--- config.mk ---
export PLATFORM = sky130hd
export DESIGN_NAME = scan_supervisor
export DESIGN_NICKNAME = d
export VERILOG_FILES = /design/src/hw/error_history.v /design/src/hw/scan_supervisor.v
export VERILOG_INCLUDE_DIRS = /design/src /design/src/hw
export SDC_FILE = /design/constraint.sdc
export NUM_CORES = 2
export LEC_CHECK = 0
export ABC_CLOCK_PERIOD_IN_PS = 10200
export BUFFER_PORTS_ARGS = -buffer_cell sky130_fd_sc_hd__buf_2
export CORE_MARGIN = 4
export CORE_UTILIZATION = 32
export CTS_BUF_LIST = sky130_fd_sc_hd__clkbuf_2
export DETAILED_ROUTE_END_ITERATION = 8
export PLACE_DENSITY = 0.51
export SLEW_MARGIN = 20
export SYNTH_ARGS = -nofsm -noshare
export SYNTH_HDL_FRONTEND = slang
export SYNTH_SLANG_ARGS = --single-unit
--- constraint.sdc ---
create_clock -name sys_clk -period 10.2 [get_ports sys_clk]
set_input_delay 2.55 -clock sys_clk [delete_from_list [all_inputs] [get_ports sys_clk]]
set_output_delay 2.55 -clock sys_clk [all_outputs]
set_load 0.05 [all_outputs]
--- src/hw/scan_supervisor_defs.vh ---
// constants for the scan supervisor and force/io image block
`ifndef SCAN_SUPERVISOR_DEFS_VH
`define SCAN_SUPERVISOR_DEFS_VH

`define CLK_HZ          50000000
`define WDT_DEF_MS      200
`define WDT_MS_CYC      (`CLK_HZ / 1000)
`define WDT_W           32
`define FLASH_HZ_DIV    24'h2faf08

`define FORCE_WORDS     32
`define FORCE_IDX_W     5
`define HIST_DEPTH      16
`define HIST_IDX_W      4
`define HIST_WORDS      64
`define HIST_WIDX_W     6

`define PT_IDX_W        9
`define MAIN_IN_BASE    9'h000
`define MAIN_OUT_BASE   9'h040
`define EXP1_IN_BASE    9'h080
`define EXP1_OUT_BASE   9'h090
`define EXP2_IN_BASE    9'h100
`define EXP2_OUT_BASE   9'h110
`define MAIN_PTS        64
`define EXP_PTS         16

`define ERR_WDT         16'h0001
`define ERR_DIAG        16'h0002

`define ADDR_W          8
`define A_CTRL          8'h00
`define A_STATUS        8'h01
`define A_WDT_MS        8'h02
`define A_HIST_HEAD     8'h03
`define A_FENA_BASE     8'h40
`define A_FVAL_BASE     8'h60
`define A_HIST_BASE     8'h80

`define CTRL_FENA_BIT   0
`define ST_RUN_BIT      0
`define ST_WDT_BIT      1
`define ST_DIAG_BIT     2
`define ST_BAT_BIT      3
`define ST_FLASH_BIT    4
`define ST_FENA_BIT     5
`define ST_W            6

`endif

--- src/hw/error_history.v ---
// sixteen-entry timestamped error history ring
`timescale 1ns/1ps
`include "scan_supervisor_defs.vh"
module error_history (
    input  wire                    sys_clk,
    input  wire                    sys_rst,
    input  wire                    log_stb,
    input  wire [47:0]             log_time,
    input  wire [15:0]             log_code,
    input  wire                    clear,
    input  wire [`HIST_WIDX_W-1:0] rd_word,
    output reg  [15:0]             rd_data,
    output reg  [`HIST_IDX_W-1:0]  head
);
    reg [63:0] entry [0:`HIST_DEPTH-1];
    integer i;

    // oldest entry overwritten, so only the 16 newest remain
    always @(posedge sys_clk) begin
        if (sys_rst || clear) begin
            head <= {`HIST_IDX_W{1'b0}};
            for (i = 0; i < `HIST_DEPTH; i = i + 1)
                entry[i] <= 64'h0;
        end else if (log_stb) begin
            entry[head - 1'b1] <= {log_time, log_code};
            head <= head - 1'b1;
        end
    end

    // word 0 is newest entry; entry n starts at word 4n
    // read is combinational so the bus can latch it in phase 0
    wire [`HIST_IDX_W-1:0] slot = head + rd_word[`HIST_WIDX_W-1:2];
    wire [63:0]            e    = entry[slot];
    always @* begin
        case (rd_word[1:0])
            2'd0:    rd_data = e[63:48];
            2'd1:    rd_data = e[47:32];
            2'd2:    rd_data = e[31:16];
            default: rd_data = e[15:0];
        endcase
    end
endmodule // error_history

--- src/hw/scan_supervisor.v ---
// scan watchdog, diagnosis stop, force override and io image refresh
//
// The Avalon-MM slave port and the register addresses were left to the implementer.
`timescale 1ns/1ps
`include "scan_supervisor_defs.vh"
module scan_supervisor (
    input  wire        sys_clk,
    input  wire        sys_rst,
    input  wire        power_on,
    input  wire        flash_boot_switch,
    input  wire        battery_low,
    input  wire        diag_fault,
    input  wire        scan_end,
    input  wire        scan_start,
    input  wire        scan_timer_restart_instr,
    input  wire        program_download,
    input  wire        backup_lost,
    input  wire        input_refresh,
    input  wire        output_refresh,
    input  wire        direct_refresh_instr,
    input  wire        direct_is_output,
    input  wire [8:0]  direct_point,
    input  wire [63:0] main_in_pins,
    input  wire [15:0] exp1_in_pins,
    input  wire [15:0] exp2_in_pins,
    input  wire [63:0] out_image_main,
    input  wire [15:0] out_image_exp1,
    input  wire [15:0] out_image_exp2,
    input  wire [47:0] rtc_time,
    input  wire [7:0]  avs_address,
    input  wire        avs_read,
    input  wire        avs_write,
    input  wire [31:0] avs_writedata,
    output reg  [31:0] avs_readdata,
    output reg         avs_waitrequest,
    output reg  [63:0] in_image_main,
    output reg  [15:0] in_image_exp1,
    output reg  [15:0] in_image_exp2,
    output reg  [63:0] main_out_pins,
    output reg  [15:0] exp1_out_pins,
    output reg  [15:0] exp2_out_pins,
    output reg         program_run,
    output reg         run_indicator,
    output reg         fault_indicator,
    output reg         battery_low_indicator,
    output reg         flash_operation
);
    localparam ST_IDLE = 2'd0;
    localparam ST_RUN  = 2'd1;
    localparam ST_STOP = 2'd2;

    reg [1:0]          state;
    reg [`WDT_W-1:0]   wdt_ms;
    reg [`WDT_W-1:0]   wdt_cnt;
    reg                wdt_expired;
    reg                diag_stop;
    reg [23:0]         blink_cnt;
    reg                blink;
    reg                force_all;
    reg [15:0]         force_ena [0:`FORCE_WORDS-1];
    reg [15:0]         force_val [0:`FORCE_WORDS-1];
    reg                log_stb;
    reg [15:0]         log_code;
    reg                hist_clear;
    reg                bus_phase;
    wire [15:0]        hist_data;
    wire [`HIST_IDX_W-1:0] hist_head;
    integer            k;

    // flat 512-point force vectors, indexed by point number
    reg [511:0] fena_flat;
    reg [511:0] fval_flat;
    always @* begin
        for (k = 0; k < `FORCE_WORDS; k = k + 1) begin
            fena_flat[k*16 +: 16] = force_all ? force_ena[k] : 16'h0;
            fval_flat[k*16 +: 16] = force_val[k];
        end
    end

    // apply force to one group of points; unfitted points too
    function [63:0] apply_force;
        input [63:0] raw;
        input [63:0] ena;
        input [63:0] val;
        begin
            apply_force = (raw & ~ena) | (val & ena);
        end
    endfunction

    function [`WDT_W-1:0] ms_to_cyc;
        input [`WDT_W-1:0] ms;
        begin
            ms_to_cyc = ms * `WDT_MS_CYC;
        end
    endfunction

    wire [63:0] in_main_f = apply_force(main_in_pins,
        fena_flat[`MAIN_IN_BASE +: 64], fval_flat[`MAIN_IN_BASE +: 64]);
    wire [63:0] in_e1_f = apply_force({48'h0, exp1_in_pins},
        {48'h0, fena_flat[`EXP1_IN_BASE +: 16]},
        {48'h0, fval_flat[`EXP1_IN_BASE +: 16]});
    wire [63:0] in_e2_f = apply_force({48'h0, exp2_in_pins},
        {48'h0, fena_flat[`EXP2_IN_BASE +: 16]},
        {48'h0, fval_flat[`EXP2_IN_BASE +: 16]});
    wire [63:0] out_main_f = apply_force(out_image_main,
        fena_flat[`MAIN_OUT_BASE +: 64], fval_flat[`MAIN_OUT_BASE +: 64]);
    wire [63:0] out_e1_f = apply_force({48'h0, out_image_exp1},
        {48'h0, fena_flat[`EXP1_OUT_BASE +: 16]},
        {48'h0, fval_flat[`EXP1_OUT_BASE +: 16]});
    wire [63:0] out_e2_f = apply_force({48'h0, out_image_exp2},
        {48'h0, fena_flat[`EXP2_OUT_BASE +: 16]},
        {48'h0, fval_flat[`EXP2_OUT_BASE +: 16]});

    wire halted = wdt_expired | diag_stop;
    wire force_clear = program_download | backup_lost |
                       (power_on & flash_boot_switch);

    // boot mode is caught on the power-on pulse, not at reset
    always @(posedge sys_clk) begin
        if (sys_rst)
            flash_operation <= 1'b0;
        else if (power_on)
            flash_operation <= flash_boot_switch;
    end

    // scan state: running until watchdog or diagnosis stop
    always @(posedge sys_clk) begin
        if (sys_rst) begin
            state       <= ST_IDLE;
            wdt_expired <= 1'b0;
            diag_stop   <= 1'b0;
            wdt_cnt     <= {`WDT_W{1'b0}};
            log_stb     <= 1'b0;
            log_code    <= 16'h0;
        end else begin
            log_stb <= 1'b0;
            case (state)
                ST_IDLE: begin
                    wdt_cnt <= {`WDT_W{1'b0}};
                    if (diag_fault) begin
                        diag_stop <= 1'b1;
                        state     <= ST_STOP;
                        log_stb   <= 1'b1;
                        log_code  <= `ERR_DIAG;
                    end else if (scan_start || power_on) begin
                        state <= ST_RUN;
                    end
                end
                ST_RUN: begin
                    if (diag_fault) begin
                        diag_stop <= 1'b1;
                        state     <= ST_STOP;
                        log_stb   <= 1'b1;
                        log_code  <= `ERR_DIAG;
                    end else if (scan_end || scan_timer_restart_instr) begin
                        wdt_cnt <= {`WDT_W{1'b0}};
                    end else if (wdt_cnt >= ms_to_cyc(wdt_ms) - 1'b1) begin
                        wdt_expired <= 1'b1;
                        state       <= ST_STOP;
                        log_stb     <= 1'b1;
                        log_code    <= `ERR_WDT;
                    end else begin
                        wdt_cnt <= wdt_cnt + 1'b1;
                    end
                end
                ST_STOP: begin
                    // only a power-on or sys_rst clears a halt
                    if (power_on) begin
                        wdt_expired <= 1'b0;
                        diag_stop   <= 1'b0;
                        state       <= ST_IDLE;
                    end
                end
                default: state <= ST_IDLE;
            endcase
        end
    end

    // indicators
    always @(posedge sys_clk) begin
        if (sys_rst) begin
            blink_cnt             <= 24'h0;
            blink                 <= 1'b0;
            program_run           <= 1'b0;
            run_indicator         <= 1'b0;
            fault_indicator       <= 1'b0;
            battery_low_indicator <= 1'b0;
        end else begin
            if (blink_cnt == `FLASH_HZ_DIV) begin
                blink_cnt <= 24'h0;
                blink     <= ~blink;
            end else begin
                blink_cnt <= blink_cnt + 1'b1;
            end
            program_run           <= (state == ST_RUN) & ~diag_fault;
            run_indicator         <= (state == ST_RUN) & ~halted;
            fault_indicator       <= wdt_expired ? blink : diag_stop;
            battery_low_indicator <= battery_low;
        end
    end

    // io refresh; halt drives all outputs off
    always @(posedge sys_clk) begin
        if (sys_rst) begin
            in_image_main <= 64'h0;
            in_image_exp1 <= 16'h0;
            in_image_exp2 <= 16'h0;
            main_out_pins <= 64'h0;
            exp1_out_pins <= 16'h0;
            exp2_out_pins <= 16'h0;
        end else begin
            if (input_refresh) begin
                in_image_main <= in_main_f;
                in_image_exp1 <= in_e1_f[15:0];
                in_image_exp2 <= in_e2_f[15:0];
            end else if (direct_refresh_instr && !direct_is_output) begin
                if (direct_point < `MAIN_IN_BASE + `MAIN_PTS)
                    in_image_main[direct_point[5:0]] <=
                        in_main_f[direct_point[5:0]];
                else if (direct_point[8:4] == `EXP1_IN_BASE >> 4)
                    in_image_exp1[direct_point[3:0]] <=
                        in_e1_f[direct_point[3:0]];
                else if (direct_point[8:4] == `EXP2_IN_BASE >> 4)
                    in_image_exp2[direct_point[3:0]] <=
                        in_e2_f[direct_point[3:0]];
            end
            if (halted) begin
                main_out_pins <= 64'h0;
                exp1_out_pins <= 16'h0;
                exp2_out_pins <= 16'h0;
            end else if (output_refresh) begin
                main_out_pins <= out_main_f;
                exp1_out_pins <= out_e1_f[15:0];
                exp2_out_pins <= out_e2_f[15:0];
            end else if (direct_refresh_instr && direct_is_output) begin
                if (direct_point[8:6] == `MAIN_OUT_BASE >> 6)
                    main_out_pins[direct_point[5:0]] <=
                        out_main_f[direct_point[5:0]];
                else if (direct_point[8:4] == `EXP1_OUT_BASE >> 4)
                    exp1_out_pins[direct_point[3:0]] <=
                        out_e1_f[direct_point[3:0]];
                else if (direct_point[8:4] == `EXP2_OUT_BASE >> 4)
                    exp2_out_pins[direct_point[3:0]] <=
                        out_e2_f[direct_point[3:0]];
            end
        end
    end

    // bus writes; force data not reset by sys_rst so it persists
    wire bus_wr = avs_write & bus_phase;
    always @(posedge sys_clk) begin
        if (force_clear) begin
            force_all <= 1'b0;
            for (k = 0; k < `FORCE_WORDS; k = k + 1) begin
                force_ena[k] <= 16'h0;
                force_val[k] <= 16'h0;
            end
        end else if (bus_wr) begin
            if (avs_address == `A_CTRL)
                force_all <= avs_writedata[`CTRL_FENA_BIT];
            if (avs_address[7:5] == `A_FENA_BASE >> 5)
                force_ena[avs_address[4:0]] <= avs_writedata[15:0];
            if (avs_address[7:5] == `A_FVAL_BASE >> 5)
                force_val[avs_address[4:0]] <= avs_writedata[15:0];
        end
    end

    always @(posedge sys_clk) begin
        if (sys_rst)
            wdt_ms <= `WDT_DEF_MS;
        else if (bus_wr && avs_address == `A_WDT_MS &&
                 avs_writedata != 32'h0)
            wdt_ms <= avs_writedata;
    end

    always @(posedge sys_clk) begin
        if (sys_rst)
            hist_clear <= 1'b0;
        else
            hist_clear <= bus_wr && avs_address == `A_HIST_HEAD;
    end

    // two-cycle access: phase 0 fetches, phase 1 answers
    always @(posedge sys_clk) begin
        if (sys_rst) begin
            bus_phase       <= 1'b0;
            avs_waitrequest <= 1'b1;
            avs_readdata    <= 32'h0;
        end else if ((avs_read || avs_write) && !bus_phase) begin
            bus_phase       <= 1'b1;
            avs_waitrequest <= 1'b0;
        end else begin
            bus_phase       <= 1'b0;
            avs_waitrequest <= 1'b1;
        end
        if (!sys_rst && avs_read && !bus_phase) begin
            if (avs_address == `A_CTRL)
                avs_readdata <= {31'h0, force_all};
            else if (avs_address == `A_STATUS)
                avs_readdata <= {26'h0, force_all, flash_operation,
                                 battery_low, diag_stop, wdt_expired,
                                 state == ST_RUN};
            else if (avs_address == `A_WDT_MS)
                avs_readdata <= wdt_ms;
            else if (avs_address == `A_HIST_HEAD)
                avs_readdata <= {28'h0, hist_head};
            else if (avs_address[7:5] == `A_FENA_BASE >> 5)
                avs_readdata <= {16'h0, force_ena[avs_address[4:0]]};
            else if (avs_address[7:5] == `A_FVAL_BASE >> 5)
                avs_readdata <= {16'h0, force_val[avs_address[4:0]]};
            else if (avs_address[7:6] == `A_HIST_BASE >> 6)
                avs_readdata <= {16'h0, hist_data};
            else
                avs_readdata <= 32'h0;
        end
    end

    // history read is combinational, latched with the other reads
    error_history u_hist (
        .sys_clk  (sys_clk),
        .sys_rst  (sys_rst),
        .log_stb  (log_stb),
        .log_time (rtc_time),
        .log_code (log_code),
        .clear    (hist_clear),
        .rd_word  (avs_address[5:0]),
        .rd_data  (hist_data),
        .head     (hist_head)
    );
endmodule // scan_supervisor

==> results.md <==
- Vias in the first global route: 74,224
- Maximum vdd drop: 0.00009209 V
- Postcts setup bufs: 0
- Synth Net Count: 8,835
- Crit path DAT: approximately 11,000 ps
- Non-Filler Instances: about 14,000
- Worst Skew: 302.6 ps
- IO Pins: 536
- Routed Antenna Nets: 0
- Aggregate global routing overflow: 0
- MaxCap Viol Count: 0
- Post-synth ARST share: 0%
- Chip Width: 589.8 um
- Cell count after synthesis: 8,308
- Port Buffers: 535
- Layout cells sized above 1: between 20 and 30%
- Starting density of the core: around 32%
- Layout Area Growth over Synthesis: 12.61%
- Clock-pin slew on the worst setup and hold paths: 110 ps
- CP max FO: 20
- Die footprint: 347,800 um2
- Total core area: ~340,000 um2
- Syn Area/Cell: 13.04 um2
- Main combinational cell family by area after synthesis: simple AND/OR/NAND/NOR gates
- Fmax: 115.4 MHz
- Cell Area, Placed: 116,300 um2
- CP dominant cell by count: ha_1
- # fillers: approximately 33,000
- Via Count: 75,048
- Iteration-0 DRC Markers: 8,701
- Final setup viols: 0
- Post-synthesis mux area share: between 10 and 15%
- Final hold violation count: 0
- Slowest stage delay, CP: approximately 790 ps
- WL per Instance: 29.78 um
- R2R setup slack: roughly 1500 ps
- Final worst slack: 1531 ps
- XOR/XNOR share of the synthesized area: 0.7290%
- Actual slew at the worst max-slew pin: between 1000 and 1500 ps
- Placed insts: around 13,000
- GPL Wtd Cong: 0.9674
- Wire length of the first global-routing pass: 576,200 um
- Adder-Cell Fraction of Synth Area: 3.038%
- Worst R2R Start: wdt_ms[2]
- Reg2Reg Depth: 27
- Hold buffer count at cts: 0
- DRC violations left: 0
- Clk buf depth: 4
- Worst-case hold path end point: wdt_cnt[17]
- Post-route cell area: between 100,000 and 150,000 um2
- Hold Startpoint: wdt_cnt[16]
- Primary flip-flop cell chosen by synthesis mapping: edfxtp_1
- Total routed wirelength: 416,200 um
- Row cnt: 213
- RSZ-0062 raised after global routing: no
- Worst Path Buf+Inv: 3
- Clock insertion delay at the later pin of the skew report: 2100 ps
- Total track usage: 23.10%
- CTS buffer count: 602
- First-pass iteration count of the detailed router: 8
- Die Y: 589.8 um
- Yosys cell types: 86
- Htree depth: 6
- Sequential area share after synthesis: 57.03%
- Leakage power: 49.03 nW
- Root buf cell: clkbuf_2
- Reg-to-Reg End: wdt_cnt[31]
- Initial antenna violation count: between 60 and 70
- Crit Path Class: reg -> reg
- Resize count post-CTS: 0
- Seq cells post-synth: 2,157
- Number of synthesized flops with an enable pin: 1,856
- Status: finished, final reports clean
- Fin nets: 9,522
- Num Clock Sinks: 2,157
- Startpoint Class: register
- Vias per Instance: 5.370
- Final min period: 8669 ps
- Worst hold path cell count: 2
- Yosys warning total: 0
- Top cell family by delay on the critical path: adder cells
- PD cells: 157.4 nW/um2
- Final Cycle Share: 84.99%
- Pre-CTS setup slack: 1560 ps
- Largest net degree at the start of global routing: 130
- CTS tree: built
- Slew margin rel.: 16.62%
- Max stage delay cell, worst path: nand4_1
- Worst min-delay path class: reg -> reg
- Setup total negative slack: 0 ps
- Final Max Tran Viols: 0
- Cell Area, Synth: 108,300 um2
- Post-synthesis simple-gate area fraction: 15.40%
- Data required, critical path: around 12,000 ps
- Setup crit end kind: register
- Compound-Gate Fraction of Synth Area: 5.686%
- Post-DP HPWL: 275,800 um
-- synthesized netlist by cell type, types with 18 or more instances --
| cell type | number | share of area, % |
|---|---|---|
| edfxtp_1 | 1856 | 51 |
| and2_1 | 1853 | 11 |
| clkbuf_1 | 551 | 1.9 |
| mux4_2 | 528 | 11 |
| nor2_1 | 502 | 1.7 |
| nand2_1 | 431 | 1.5 |
| mux2i_1 | 391 | 3.6 |
| o21ai_0 | 334 | 1.5 |
| dfxtp_1 | 301 | 5.6 |
| inv_1 | 206 | 0.71 |
| a21oi_1 | 153 | 0.71 |
| ha_1 | 151 | 1.7 |
| buf_2 | 96 | 0.44 |
| fa_1 | 70 | 1.3 |
| a31oi_1 | 65 | 0.38 |
| nand3_1 | 59 | 0.27 |
| a221oi_1 | 57 | 0.46 |
| o22ai_1 | 57 | 0.33 |
| o31ai_1 | 54 | 0.37 |
| xnor2_1 | 50 | 0.40 |
| nor3_1 | 45 | 0.21 |
| a211oi_1 | 41 | 0.28 |
| nand2b_1 | 33 | 0.19 |
| xor2_1 | 32 | 0.26 |
| mux2_2 | 30 | 0.31 |
| buf_1 | 28 | 0.097 |
| a2bb2oi_1 | 23 | 0.19 |
| nand4_1 | 20 | 0.12 |
| nor4_1 | 19 | 0.11 |
| a22oi_1 | 18 | 0.12 |
| o211a_1 | 18 | 0.17 |
-- layout by cell type, fill, tap and decap left out, drive strengths merged, types with 54 or more instances in the layout --
cell	Yosys	final
nand3	59	59
clkbuf	551	904
nor2	503	503
ha	151	151
nand2	431	431
a221oi	57	57
buf	129	763
clkinv	3	95
fa	70	70
mux4	528	528
o22ai	57	57
and2	1853	1853
mux2i	391	391
a31oi	65	65
inv	206	226
a21oi	158	158
o31ai	54	54
edfxtp	1856	1856
o21ai	341	341
dfxtp	301	301
-- per-layer routing --
| metal | vias up | part of all wire [%] | GRT usage [%] |
|---|---|---|---|
| met5 | - | 0.020 | 0 |
| met1 | 38315 | 41 | 31.04 |
| li1 | 31997 | - | - |
| met3 | 795 | 8.8 | 4.823 |
| met4 | 12 | 4.2 | 8.792 |
| met2 | 3929 | 46 | 36.74 |
-- registers in the layout, indices dropped and copies added (netlist names), 4 cells and up --
name	flops
u_hist.head	4
exp2_out_pins	16
in_image_exp1	16
u_hist.entry	800
wdt_cnt	32
force_ena	512
avs_readdata	32
blink_cnt	24
in_image_main	64
main_out_pins	64
wdt_ms	32
in_image_exp2	16
exp1_out_pins	16
force_val	512
-- worst register-to-register path: cells and delay by family (launching register included) --
family / cells / cell delay [ps]
buf+inv: 3 / 580
simple gates: 7 / 2280
fa+ha+maj: 7 / 2490
xor+xnor: 2 / 600
compound gates: 8 / 1960
flops: 1 / 530
-- cell type report --
type / instances / area [um2] / area share [%]
flip-flops and latches: 2157 / 61760 / 50.64
diodes: 33 / 82.58 / 0.06771
multi-input cells: 5262 / 43680 / 35.82
clock buffers: 904 / 4524 / 3.710
clock inverters: 133 / 935.9 / 0.7674
well taps: 4515 / 5649 / 4.632
inverters: 209 / 787.0 / 0.6453
repair buffers: 763 / 4537 / 3.720
-- power breakdown --
group / internal, W / leakage, nW / switching, W
combinational: 0.000839 / 22.1 / 0.00173
clock: 0.00263 / 4.17 / 0.00392
sequential: 0.00990 / 22.7 / 0.000178
-- how the worst max path moves through the flow --
stage / endpoint / cells past startpoint / startpoint
after global routing: wdt_cnt[31] / 27 / wdt_ms[2]
after detailed placement: wdt_cnt[31] / 27 / wdt_ms[2]
after floorplan: u_hist.entry[0][0] / 4 / sys_rst
final: wdt_cnt[31] / 27 / wdt_ms[2]
after global placement: wdt_cnt[31] / 27 / wdt_ms[2]
after CTS: wdt_cnt[31] / 27 / wdt_ms[2]
-- kinds of logic after synthesis --
| group | count (synthesis) |
|---|---|
| mux | 949 |
| flops | 2157 |
| fa+ha+maj | 221 |
| buf+inv | 889 |
| simple gates | 3043 |
| compound gates | 963 |
| xor+xnor | 86 |
-- stage by stage --
stage,hold slack (ps),power (W),util (%)
final,479.9,0.01920,36.20
after global routing,462.8,0.01994,36.19
after CTS,448.7,0.01937,36.16
after detailed placement,469.7,0.01284,34.54
after global placement,464.3,0.01281,34.52
after floorplan,441.1,0.01171,-
No activity file was read; power rests on OpenSTA's default activity.
